File: config.mk
export PLATFORM = sky130hd
export DESIGN_NAME = gated_timer_counter_core
export DESIGN_NICKNAME = d
export VERILOG_FILES = /design/src/gated_timer_counter_core.v /design/src/level_sync.v /design/src/prescaler.v
export VERILOG_INCLUDE_DIRS = /design/src
export SDC_FILE = /design/constraint.sdc
export NUM_CORES = 1
export LEC_CHECK = 0
export BUFFER_PORTS_ARGS = -buffer_cell sky130_fd_sc_hd__buf_2
export CORE_ASPECT_RATIO = 2
export CORE_UTILIZATION = 52
export CTS_CLUSTER_SIZE = 16
export DETAILED_ROUTE_END_ITERATION = 12
export HOLD_SLACK_MARGIN = 0.12
export PLACE_DENSITY = 0.75
export SLEW_MARGIN = 20
export SYNTH_ARGS = -nofsm -noshare
export SYNTH_HDL_FRONTEND = slang
export SYNTH_HIERARCHICAL = 1
export SYNTH_SLANG_ARGS = --single-unit
File: constraint.sdc
create_clock -name clock -period 3.03 [get_ports clock]
set_clock_uncertainty 0.2 [all_clocks]
set_input_delay 0.909 -clock clock [delete_from_list [all_inputs] [get_ports clock]]
set_output_delay 0.909 -clock clock [all_outputs]
set_load 0.01 [all_outputs]
File: src/timer_consts.vh
// register offsets, field positions and reset values of the gated timer counter
`ifndef TIMER_CONSTS_VH
`define TIMER_CONSTS_VH

// register offsets
`define OFS_COUNT_LOW   3'h0
`define OFS_COUNT_HIGH  3'h1
`define OFS_CONTROL     3'h2
`define OFS_GATE_CTRL   3'h3
`define OFS_CLK_SELECT  3'h4
`define OFS_OSC_ENABLE  3'h5
`define OFS_OSC_STATUS  3'h6
`define OFS_FLAGS       3'h7

// control register fields
`define CTL_RUN_BIT     0
`define CTL_NOSYNC_BIT  2
`define CTL_PS_LSB      4
`define CTL_PS_MSB      5
// gate control fields
`define GATE_EN_BIT     7
`define GATE_VAL_BIT    2
// oscillator enable and status fields
`define OSC_SEC_EN_BIT  3
`define OSC_SEC_RDY_BIT 4
// flag register fields
`define FLG_OVF_BIT     0

// clock select codes
`define CS_PIN          4'h0
`define CS_INSTR        4'h1
`define CS_SYSOSC       4'h2
`define CS_HFOSC        4'h3
`define CS_LFOSC        4'h4
`define CS_MFOSC        4'h5
`define CS_SECOSC       4'h6
`define CS_REFCLK       4'h7
`define CS_T0OVF        4'h8
`define CS_ODD0OVF      4'h9
`define CS_ODD1OVF      4'ha
`define CS_ODD2OVF      4'hb

// reset values
`define RST_COUNT       16'h0000
`define RST_BYTE        8'h00

// last count of the four-clock instruction cycle
`define INSTR_DIV       2'h3

`endif

File: src/gated_timer_counter_core.v
// gated 16-bit timer counter core with source select, prescaler and sync bypass
`timescale 1ns/10ps
`include "timer_consts.vh"
module gated_timer_counter_core #(
  parameter OWN_INDEX = 0
) (
  // clock and reset
  input  wire       clock,
  input  wire       rst_b,
  // register port
  input  wire [2:0] reg_addr,
  input  wire [7:0] reg_wdata,
  input  wire       reg_wr,
  input  wire       reg_rd,
  output reg  [7:0] reg_rdata,
  // count sources
  input  wire       count_input_pin,
  input  wire       high_freq_internal_osc,
  input  wire       low_freq_internal_osc,
  input  wire       mid_freq_internal_osc,
  input  wire       secondary_oscillator,
  input  wire       reference_clock_out,
  input  wire       timer_zero_overflow,
  input  wire [2:0] odd_timer_overflow,
  // gate, power and oscillator status
  input  wire       gate_active,
  input  wire       sleep,
  input  wire       secondary_osc_ready,
  // outputs
  output reg        secondary_osc_enable,
  output reg        overflow_pulse,
  output reg        overflow_flag,
  output reg        wake
);

  // ---------------------------------------------------------------
  // registers
  // ---------------------------------------------------------------
  reg  [15:0] count_q;
  reg  [7:0]  control_q;
  reg         gate_enable_bit_q;
  reg  [3:0]  clk_sel_q;
  reg  [1:0]  instr_cnt_q;
  reg         armed_q;
  reg         run_prev_q;
  reg  [3:0]  async_prev_q;

  wire        timer_run_bit;
  wire        no_sync;
  wire [1:0]  prescale_select_field;
  wire        wr_low;
  wire        wr_high;
  wire        count_write;
  wire        instr_tick;

  assign timer_run_bit         = control_q[`CTL_RUN_BIT];
  assign no_sync               = control_q[`CTL_NOSYNC_BIT];
  assign prescale_select_field = control_q[`CTL_PS_MSB:`CTL_PS_LSB];
  assign wr_low                = reg_wr & (reg_addr == `OFS_COUNT_LOW);
  assign wr_high               = reg_wr & (reg_addr == `OFS_COUNT_HIGH);
  assign count_write           = wr_low | wr_high;

  // ---------------------------------------------------------------
  // instruction clock divider
  // ---------------------------------------------------------------
  always @(posedge clock or negedge rst_b) begin
    if (!rst_b) begin
      instr_cnt_q <= 2'h0;
    end else if (!sleep) begin
      instr_cnt_q <= instr_cnt_q + 2'h1;
    end
  end

  assign instr_tick = ~sleep & (instr_cnt_q == `INSTR_DIV);

  // ---------------------------------------------------------------
  // source edge detection
  // ---------------------------------------------------------------
  // external edge sources, synchronised path
  wire [3:0] ext_raw;
  wire [3:0] sync_rise;
  wire [3:0] sync_fall;
  wire [3:0] async_rise;
  wire [3:0] async_fall;

  assign ext_raw = {reference_clock_out, secondary_oscillator,
                    low_freq_internal_osc, count_input_pin};

  genvar gi;
  generate
    for (gi = 0; gi < 4; gi = gi + 1) begin : g_src
      level_sync u_sync (
        .clock     (clock),
        .rst_b     (rst_b),
        .level_in  (ext_raw[gi]),
        // only the edges are used, the level is left open
        .level_out (),
        .rise      (sync_rise[gi]),
        .fall      (sync_fall[gi])
      );
      // bypass path edges straight off the input
      assign async_rise[gi] = ext_raw[gi] & ~async_prev_q[gi];
      assign async_fall[gi] = ~ext_raw[gi] & async_prev_q[gi];
    end
  endgenerate

  always @(posedge clock or negedge rst_b) begin
    if (!rst_b) begin
      async_prev_q <= 4'h0;
    end else begin
      async_prev_q <= ext_raw;
    end
  end

  // other oscillator edges on the bypass path
  reg  hf_prev_q;
  reg  mf_prev_q;
  wire hf_rise;
  wire mf_rise;

  always @(posedge clock or negedge rst_b) begin
    if (!rst_b) begin
      hf_prev_q <= 1'b0;
      mf_prev_q <= 1'b0;
    end else begin
      hf_prev_q <= high_freq_internal_osc;
      mf_prev_q <= mid_freq_internal_osc;
    end
  end

  assign hf_rise = high_freq_internal_osc & ~hf_prev_q;
  assign mf_rise = mid_freq_internal_osc & ~mf_prev_q;

  // ---------------------------------------------------------------
  // source select
  // ---------------------------------------------------------------
  reg src_rise;
  reg src_fall;
  reg src_edge_type;

  // select edge and note whether falling edges arm it
  always @* begin
    src_rise      = 1'b0;
    src_fall      = 1'b0;
    src_edge_type = 1'b0;
    case (clk_sel_q)
      `CS_PIN: begin
        src_rise      = no_sync ? async_rise[0] : sync_rise[0];
        src_fall      = no_sync ? async_fall[0] : sync_fall[0];
        src_edge_type = 1'b1;
      end
      `CS_INSTR: begin
        src_rise = instr_tick;
      end
      `CS_SYSOSC: begin
        src_rise = ~sleep;
      end
      `CS_HFOSC: begin
        src_rise = hf_rise;
      end
      `CS_LFOSC: begin
        src_rise = no_sync ? async_rise[1] : sync_rise[1];
      end
      `CS_MFOSC: begin
        src_rise = mf_rise;
      end
      `CS_SECOSC: begin
        src_rise = no_sync ? async_rise[2] : sync_rise[2];
      end
      `CS_REFCLK: begin
        src_rise = no_sync ? async_rise[3] : sync_rise[3];
      end
      `CS_T0OVF: begin
        src_rise = timer_zero_overflow;
      end
      `CS_ODD0OVF, `CS_ODD1OVF, `CS_ODD2OVF: begin
        // own overflow code selects nothing
        if (clk_sel_q - `CS_ODD0OVF != OWN_INDEX[3:0]) begin
          src_rise = odd_timer_overflow[clk_sel_q[1:0] - 2'h1];
        end
      end
      default: begin
        src_rise = 1'b0;
      end
    endcase
  end

  // ---------------------------------------------------------------
  // sleep, gate and arming
  // ---------------------------------------------------------------
  wire sleep_ok;
  wire cnt_enable;
  wire run_rise;
  wire armed_tick;

  // in sleep only the bypass path of non-system sources counts
  assign sleep_ok   = ~sleep | (no_sync & (clk_sel_q != `CS_INSTR) &
                      (clk_sel_q != `CS_SYSOSC));
  assign cnt_enable = timer_run_bit & (~gate_enable_bit_q | gate_active);
  assign run_rise   = timer_run_bit & ~run_prev_q;
  // the pin source needs a falling edge first
  assign armed_tick = src_rise & (armed_q | ~src_edge_type);

  always @(posedge clock or negedge rst_b) begin
    if (!rst_b) begin
      run_prev_q <= 1'b0;
      armed_q    <= 1'b0;
    end else begin
      run_prev_q <= timer_run_bit;
      if (count_write | run_rise | ~timer_run_bit) begin
        armed_q <= 1'b0;
      end else if (src_fall) begin
        armed_q <= 1'b1;
      end
    end
  end

  // ---------------------------------------------------------------
  // prescaler
  // ---------------------------------------------------------------
  wire pre_tick;

  prescaler #(
    .WIDTH (3)
  ) u_prescaler (
    .clock     (clock),
    .rst_b     (rst_b),
    .clear     (count_write),
    .ratio_sel (prescale_select_field),
    .tick_in   (armed_tick & cnt_enable & sleep_ok),
    .tick_out  (pre_tick)
  );

  // ---------------------------------------------------------------
  // counter and overflow
  // ---------------------------------------------------------------
  wire wrap;

  assign wrap = pre_tick & (count_q == 16'hffff) & ~count_write;

  // write wins over a same-cycle increment
  always @(posedge clock or negedge rst_b) begin
    if (!rst_b) begin
      count_q <= `RST_COUNT;
    end else if (wr_low) begin
      count_q[7:0] <= reg_wdata;
    end else if (wr_high) begin
      count_q[15:8] <= reg_wdata;
    end else if (pre_tick) begin
      count_q <= count_q + 16'h0001;
    end
  end

  wire flag_clr;

  assign flag_clr = reg_wr & (reg_addr == `OFS_FLAGS) & reg_wdata[`FLG_OVF_BIT];

  // overflow flag, set beats clear
  always @(posedge clock or negedge rst_b) begin
    if (!rst_b) begin
      overflow_flag  <= 1'b0;
      overflow_pulse <= 1'b0;
      wake           <= 1'b0;
    end else begin
      overflow_pulse <= wrap;
      wake           <= wrap & sleep;
      if (wrap) begin
        overflow_flag <= 1'b1;
      end else if (flag_clr) begin
        overflow_flag <= 1'b0;
      end
    end
  end

  // ---------------------------------------------------------------
  // register writes
  // ---------------------------------------------------------------
  always @(posedge clock or negedge rst_b) begin
    if (!rst_b) begin
      control_q            <= `RST_BYTE;
      gate_enable_bit_q    <= 1'b0;
      clk_sel_q            <= `CS_PIN;
      secondary_osc_enable <= 1'b0;
    end else if (reg_wr) begin
      case (reg_addr)
        `OFS_CONTROL: begin
          control_q <= reg_wdata;
        end
        `OFS_GATE_CTRL: begin
          gate_enable_bit_q <= reg_wdata[`GATE_EN_BIT];
        end
        `OFS_CLK_SELECT: begin
          clk_sel_q <= reg_wdata[3:0];
        end
        `OFS_OSC_ENABLE: begin
          secondary_osc_enable <= reg_wdata[`OSC_SEC_EN_BIT];
        end
        default: begin
          control_q <= control_q;
        end
      endcase
    end
  end

  // ---------------------------------------------------------------
  // register reads, one cycle later
  // ---------------------------------------------------------------
  reg [7:0] rd_mux;

  // counter lives in this clock domain, but no high byte is buffered, so a low/high read pair can tear on a carry
  always @* begin
    rd_mux = 8'h00;
    case (reg_addr)
      `OFS_COUNT_LOW:  rd_mux = count_q[7:0];
      `OFS_COUNT_HIGH: rd_mux = count_q[15:8];
      `OFS_CONTROL:    rd_mux = control_q;
      `OFS_GATE_CTRL: begin
        rd_mux[`GATE_EN_BIT]  = gate_enable_bit_q;
        rd_mux[`GATE_VAL_BIT] = gate_active;
      end
      `OFS_CLK_SELECT: rd_mux = {4'h0, clk_sel_q};
      `OFS_OSC_ENABLE: rd_mux[`OSC_SEC_EN_BIT] = secondary_osc_enable;
      `OFS_OSC_STATUS: rd_mux[`OSC_SEC_RDY_BIT] = secondary_osc_ready;
      `OFS_FLAGS:      rd_mux[`FLG_OVF_BIT] = overflow_flag;
      default:         rd_mux = 8'h00;
    endcase
  end

  always @(posedge clock or negedge rst_b) begin
    if (!rst_b) begin
      reg_rdata <= 8'h00;
    end else if (reg_rd) begin
      reg_rdata <= rd_mux;
    end else begin
      reg_rdata <= 8'h00;
    end
  end

endmodule // gated_timer_counter_core

File: src/level_sync.v
// two-flop synchroniser with rising and falling edge outputs
`timescale 1ns/10ps
module level_sync (
  // clock and reset
  input  wire clock,
  input  wire rst_b,
  // raw level and its synchronised edges
  input  wire level_in,
  output wire level_out,
  output wire rise,
  output wire fall
);

  reg meta_q;
  reg sync_q;
  reg prev_q;

  // first flop feeds only the second
  always @(posedge clock or negedge rst_b) begin
    if (!rst_b) begin
      meta_q <= 1'b0;
      sync_q <= 1'b0;
      prev_q <= 1'b0;
    end else begin
      meta_q <= level_in;
      sync_q <= meta_q;
      prev_q <= sync_q;
    end
  end

  assign level_out = sync_q;
  assign rise      = sync_q & ~prev_q;
  assign fall      = ~sync_q & prev_q;

endmodule // level_sync

File: src/prescaler.v
// hidden prescale counter dividing source ticks by 1, 2, 4 or 8
`timescale 1ns/10ps
module prescaler #(
  parameter WIDTH = 3
) (
  // clock and reset
  input  wire       clock,
  input  wire       rst_b,
  // control
  input  wire       clear,
  input  wire [1:0] ratio_sel,
  // ticks in and divided ticks out
  input  wire       tick_in,
  output wire       tick_out
);

  reg  [WIDTH-1:0] cnt_q;
  wire [WIDTH-1:0] mask;

  // low bits that must be all ones for a pulse
  assign mask     = (({{(WIDTH-1){1'b0}}, 1'b1} << ratio_sel) - {{(WIDTH-1){1'b0}}, 1'b1});
  assign tick_out = tick_in & ((cnt_q & mask) == mask);

  // counter is never visible to software
  always @(posedge clock or negedge rst_b) begin
    if (!rst_b) begin
      cnt_q <= {WIDTH{1'b0}};
    end else if (clear) begin
      cnt_q <= {WIDTH{1'b0}};
    end else if (tick_in) begin
      cnt_q <= cnt_q + {{(WIDTH-1){1'b0}}, 1'b1};
    end
  end

endmodule // prescaler

# [Word level (Yosys, flattened, before mapping)]
# Index checks and enable logic that the tools add are counted.
[op_classes] n_addsub=6 order_cmp=1 eq_ne=24 n_shift=1 muxes=29 n_bitwise=54 reduce_logical=15
[op_table] cell="$mux W8" count=4
[op_table] cell="$and A1 B1 Y1" count=28
[op_table] cell="$not A1 Y1" count=19
[op_table] cell="$add A16 B1 Y16 const B" count=1
[op_table] cell="$eq A16 B16 Y1 const B" count=1
[op_table] cell="$eq A4 B3 Y1 const B" count=4
[op_table] cell="$eq A4 B4 Y1 const B" count=4
[op_table] cell="$mux W16" count=1
[op_table] cell="$pmux W1 S5" count=3
[op_table] cell="$mux W1" count=13
[op_table] cell="$eq A3 B3 Y1 const B" count=4
[op_table] cell="$pmux W1 S4" count=3
[op_table] cell="$reduce_and A2 Y1" count=6
[op_table] cell="$pmux W1 S10" count=1
[op_table] cell="$reduce_bool A2 Y1" count=5
[op_table] cell="$eq A4 B2 Y1 const B" count=2
[op_table] cell="$eq A3 B2 Y1 const B" count=2
[op_table] cell="$mux W3" count=2
[op_table] cell="$or A1 B1 Y1" count=6
[op_table] cell="$pmux W2 S3" count=1
[op_table] cell="$eq A4 B1 Y1 const B" count=1
[op_table] cell="$logic_not A4 Y1" count=1
[op_table] cell="$ne A4 B1 Y1 const B" count=1
[op_table] cell="$ne A4 B2 Y1 const B" count=1
[op_table] cell="16 further kinds" count=16
[word_totals] reg_bits=66 in_bits=28 out_inout_bits=12 word_cells=159

# [Logic depth before layout (Yosys ltp)]
[depth] depth_word=12 mapped_depth=14 mapped_depth_nobuf=13

# [By module]
# Netlist, hierarchy kept.
[by_module_without_submodules] module="gated_timer_counter_core" instances=1 cells_per_inst=283 area_per_inst_um2=2783.9
[by_module_without_submodules] module="level_sync" instances=4 cells_per_inst=5 area_per_inst_um2=90.1
[by_module_without_submodules] module="prescaler" instances=1 cells_per_inst=16 area_per_inst_um2=163.9

# [Least setup slack after synthesis]
# OpenSTA, ideal clock, no wires.
[synth_timing] path_type="in2reg" start="input port odd_timer_overflow[2]" end="register count_q[10]" setup_time_ps=148 arrival_time_ps=2656 t_required_ps=2682 slack_ps=27 stages=11 path_cell_list="a21oi_1 -> a31oi_1 -> a32oi_1 -> nor3b_1 -> o31a_1 -> inv_1 -> a221oi_2 -> inv_1 -> nor4b_1 -> xnor2_1 -> o21ai_0"
[synth_between] elab_chain_len=10
[synth_lines] item="start: declaration" line="gated_timer_counter_core.v:24" text="input wire [2:0] odd_timer_overflow,"
[synth_lines] item="$bmux W1 S2" line="gated_timer_counter_core.v:179" text="src_rise = odd_timer_overflow[clk_sel_q[1:0] - 2'h1];"
[synth_lines] item="$mux W1 (implied by the code)" line="gated_timer_counter_core.v:179"
[synth_lines] item="$mux W1" line="gated_timer_counter_core.v:178" text="if (clk_sel_q - `CS_ODD0OVF != OWN_INDEX[3:0]) begin"
[synth_lines] item="$pmux W1 S10" line="gated_timer_counter_core.v:146" text="case (clk_sel_q)"
[synth_lines] item="$and A1 B1 Y1" line="gated_timer_counter_core.v:202" text="assign armed_tick = src_rise & (armed_q | ~src_edge_type);"
[synth_lines] item="$and A1 B1 Y1 (2 in a row)" line="gated_timer_counter_core.v:230" text=".tick_in (armed_tick & cnt_enable & sleep_ok),"
[synth_lines] item="$and A1 B1 Y1" line="prescaler.v:22" text="assign tick_out = tick_in & ((cnt_q & mask) == mask);"
[synth_lines] item="named net pre_tick" line="gated_timer_counter_core.v:221" text="wire pre_tick;"
[synth_lines] item="$reduce_bool A2 Y1 (no line)"
[synth_lines] item="$reduce_and A2 Y1 (no line)"
[synth_lines] item="end signal: assignment" line="gated_timer_counter_core.v:244" text="count_q <= `RST_COUNT;"
[synth_lines] item="end signal: assignment" line="gated_timer_counter_core.v:248" text="count_q[15:8] <= reg_wdata;"
[synth_lines] item="end signal: assignment" line="gated_timer_counter_core.v:250" text="count_q <= count_q + 16'h0001;"
[synth_lines] item="end: declaration" line="gated_timer_counter_core.v:39" text="reg [15:0] count_q;"
# The timed path passes the listed nets, and every way through them passes these cells. The select of a mux whose other input is x is not followed.
# A chain may end at the register's enable or synchronous reset.

# [Final worst setup path]
[layout_timing] start="register clk_sel_q[0]" end="register wake"
[layout_between] elab_chain_len=12 word_cells_on_any_way=35 cone_classes="2 x add/sub; 13 x eq/ne; 5 x mux; 12 x bitwise; 3 x reduce/logical"
[layout_lines] item="start: declaration" line="gated_timer_counter_core.v:42" text="reg [3:0] clk_sel_q;"
[layout_lines] item="start signal: assignment" line="gated_timer_counter_core.v:282" text="clk_sel_q <= `CS_PIN;"
[layout_lines] item="start signal: assignment" line="gated_timer_counter_core.v:293" text="clk_sel_q <= reg_wdata[3:0];"
[layout_lines] item="$sub A2 B1 Y2" line="gated_timer_counter_core.v:179"
[layout_lines] item="$bmux W1 S2" line="gated_timer_counter_core.v:179"
[layout_lines] item="$mux W1 (implied by the code)" line="gated_timer_counter_core.v:179"
[layout_lines] item="$mux W1" line="gated_timer_counter_core.v:178"
[layout_lines] item="$pmux W1 S10" line="gated_timer_counter_core.v:146"
[layout_lines] item="$and A1 B1 Y1" line="gated_timer_counter_core.v:202"
[layout_lines] item="$and A1 B1 Y1" line="gated_timer_counter_core.v:230"
[layout_lines] item="$and A1 B1 Y1 *" line="gated_timer_counter_core.v:230"
[layout_lines] item="$and A1 B1 Y1 *" line="prescaler.v:22"
[layout_lines] item="named net pre_tick" line="gated_timer_counter_core.v:221"
[layout_lines] item="$and A1 B1 Y1 * (2 in a row)" line="gated_timer_counter_core.v:239" text="assign wrap = pre_tick & (count_q == 16'hffff) & ~count_write;"
[layout_lines] item="named net wrap" line="gated_timer_counter_core.v:237" text="wire wrap;"
[layout_lines] item="$and A1 B1 Y1 *" line="gated_timer_counter_core.v:266" text="wake <= wrap & sleep;"
[layout_lines] item="end signal: assignment" line="gated_timer_counter_core.v:266"
[layout_lines] item="end: declaration" line="gated_timer_counter_core.v:33" text="output reg wake"
# The timed path passes the listed nets; every way through them passes the cells marked *. The select of a mux whose other input is x is not followed.

==> qor.yml <==
yosys:
  synthCells: 316
  synth_nets: 352
  syn_area_per_cell_um2: 10.4
  syn-cell-area_mm2: 0.00328
  yosysWarnings: 6
timing:
  finalCriticalPeriod_ns: 3.03
  fin_ws_ns: -0.00295
  hold_violations: 0
  worst_pin_slew_ns: 0.824
  post-route-period-util_pct: 100
  setup_viol: 1
  drv_slew: 0
  maxClockFrequency_ghz: 0.330
  max-slew-margin-rel_pct: 45.1
  tns_ns: -0.00295
cells_and_area:
  fillCellCount: 475
  layout_common_cells: "66 x dfrtp_1, 39 x buf_2, 37 x nand2_1"
  diodes: 0
  multiInputGateArea_mm2: 0.00157
  drive_gt1_share_pct: 28.3
  seq_area_mm2: 0.00165
  area_growth_pct: 22.0
  nNetsFinal: 413
  final_common_cell: "dfrtp_1"
critical_path:
  crit_path_start: "clk_sel_q[0]"
  required_ns: 3.10
  worst-path-max-fanout: 7
  start_kind: "flip-flop"
  cp_common_cell: "buf_4"
  crit_family: "compound AO/OA/AOI/OAI gates"
  cp_slowest_cell: "dfrtp_1"
  arrival_ns: 3.10
  worstReg2RegStart: "clk_sel_q[0]"
  crit_chain: "buf_4 -> ha_1 -> or3_1 -> o2111ai_1 -> a221oi_2 -> o31a_1 -> inv_1 -> a221oi_4 -> buf_4 -> nand2_1 -> nor4_1 -> buf_4 -> and2_1"
  cp.buffers_inverters: 4
  worst_path_largest_cell_delay_ns: 0.34
  worst-setup-path-type: "flip-flop to flip-flop"
  end_kind: "flip-flop"
global_route:
  grt_start_max_net_pins: 67
  antenna_found_initial: 0
  grt_pass1_wl_mm: 12.8
  grt_use_total_pct: 26.8
  grt_overflow: 0
  grt_pass1_vias: 2745
hold_path:
  hold_path_class: "flip-flop to flip-flop"
  min-delay-start: "g_src[3].u_sync/meta_q"
pwr:
  peakVddDrop_mv: 0.337
  powerDensity_mw_per_mm2: 663
  leakage_nw: 1.76
  p_total_mw: 2.65
cts:
  root_buffer: "clkbuf_16"
  cts_max_level: 3
  ctsLongestPathBuffers: 2
  tritoncts: "yes"
  clock-sinks: 66
  postCtsSetupBuffers: 0
  cts.hold.buffers_added: 0
  numCtsBuffers: 9
  path_clk_slew_ns: 0.05
  worstSkewPairLatency_ns: 0.33
detailed_routing:
  vias_per_cell: 5.67
  first_pass_iters: 4
  final_antenna_net_count: 0
  routed_wirelength_mm: 8.06
  drtIter0Drc: 173
  vias: 2641
  wl_per_cell_um: 17.3
  drc: 0
floorplanning:
  initial_core_util_pct: 54.2
  rows: 40
  num_io_pins: 40
  die_w_um: 58.2
  dieArea_mm2: 0.00665
  die_h_um: 114
  core-area_mm2: 0.00606
job:
  cap_violations: 0
placement:
  port-buffer-count: 39
  routabilityCongestion: 0.858
  dpl.hpwl_mm: 5.77
outcome:
  outcome: "complete, but fails checks"
  violations: "negative setup slack"
==> area by class of cell <==
| cell class | count | share of cell area (%) |
|---|---|---|
| Clock inverter | 2 | 0.313 |
| Multi-Input combinational cell | 227 | 39.2 |
| Inverter | 11 | 1.03 |
| Tap cell | 84 | 2.63 |
| Clock buffer | 14 | 6.35 |
| Sequential cell | 66 | 41.3 |
| Timing Repair Buffer | 62 | 9.19 |
==> power by group <==
part | leakage [nW] | switching [mW] | internal [mW] | total [mW]
Combinational | 0.809 | 0.272 | 0.259 | 0.531
Clock | 0.127 | 0.359 | 0.575 | 0.934
Sequential | 0.821 | 0.165 | 1.02 | 1.19
==> per-stage QoR <==
stage | std cells | util [%] | area (µm²) | hold WS (ns) | setup slack (ns)
2_1_floorplan | 316 | - | 3280 | 0.131 | 0.0268
3_3_place_gp | 450 | 60.9 | 3690 | 0.132 | -0.0519
3_5_place_dp | 450 | 60.9 | 3690 | 0.136 | -0.133
4_1_cts | 466 | 65.3 | 3960 | 0.148 | 0.0147
5_1_grt | 466 | 66.1 | 4000 | 0.155 | -0.0900
6_report | 466 | 66.1 | 4000 | 0.148 | -0.00295
==> routing by layer <==
metal	part of all wire [%]	vias to the layer above	global-route usage, %
met5	0	-	0
met1	36	1267	27.0
met2	54	99	45.5
met3	4.6	27	6.55
met4	5.4	0	21.3
li1	-	1248	-
==> path summary, 6_finish.rpt <==
path / end / slack (ns) / cells after the start
worst max-delay path: wake / -0.003 / 13
worst min-delay path: g_src[3].u_sync/level_out / 0.15 / 0
worst max register to register: wake / -0.003 / 13
worst min register to register: g_src[3].u_sync/level_out / 0.15 / 0
max in group asynchronous: instr_cnt_q[0] / 1.53 / 2
min in group asynchronous: g_src[3].u_sync/level_out / 0.56 / 2
==> state kept, by name (all words and copies together) (netlist names), 2 cells and up <==
signal and count:
g_src.u_sync/level_out 4, g_src.u_sync/meta_q 4, u_prescaler/cnt_q 3, control_q 8, clk_sel_q 4, g_src.u_sync/prev_q 4
reg_rdata 8, async_prev_q 4, count_q 16, instr_cnt_q 2
==> repair_timing <==
action | CTS | global route
endpoints found under the hold margin | 0 | 0
endpoints found under the setup margin | 0 | 17
resized for setup | 0 | 11
Note: power is estimated with default switching activity, not from simulation.
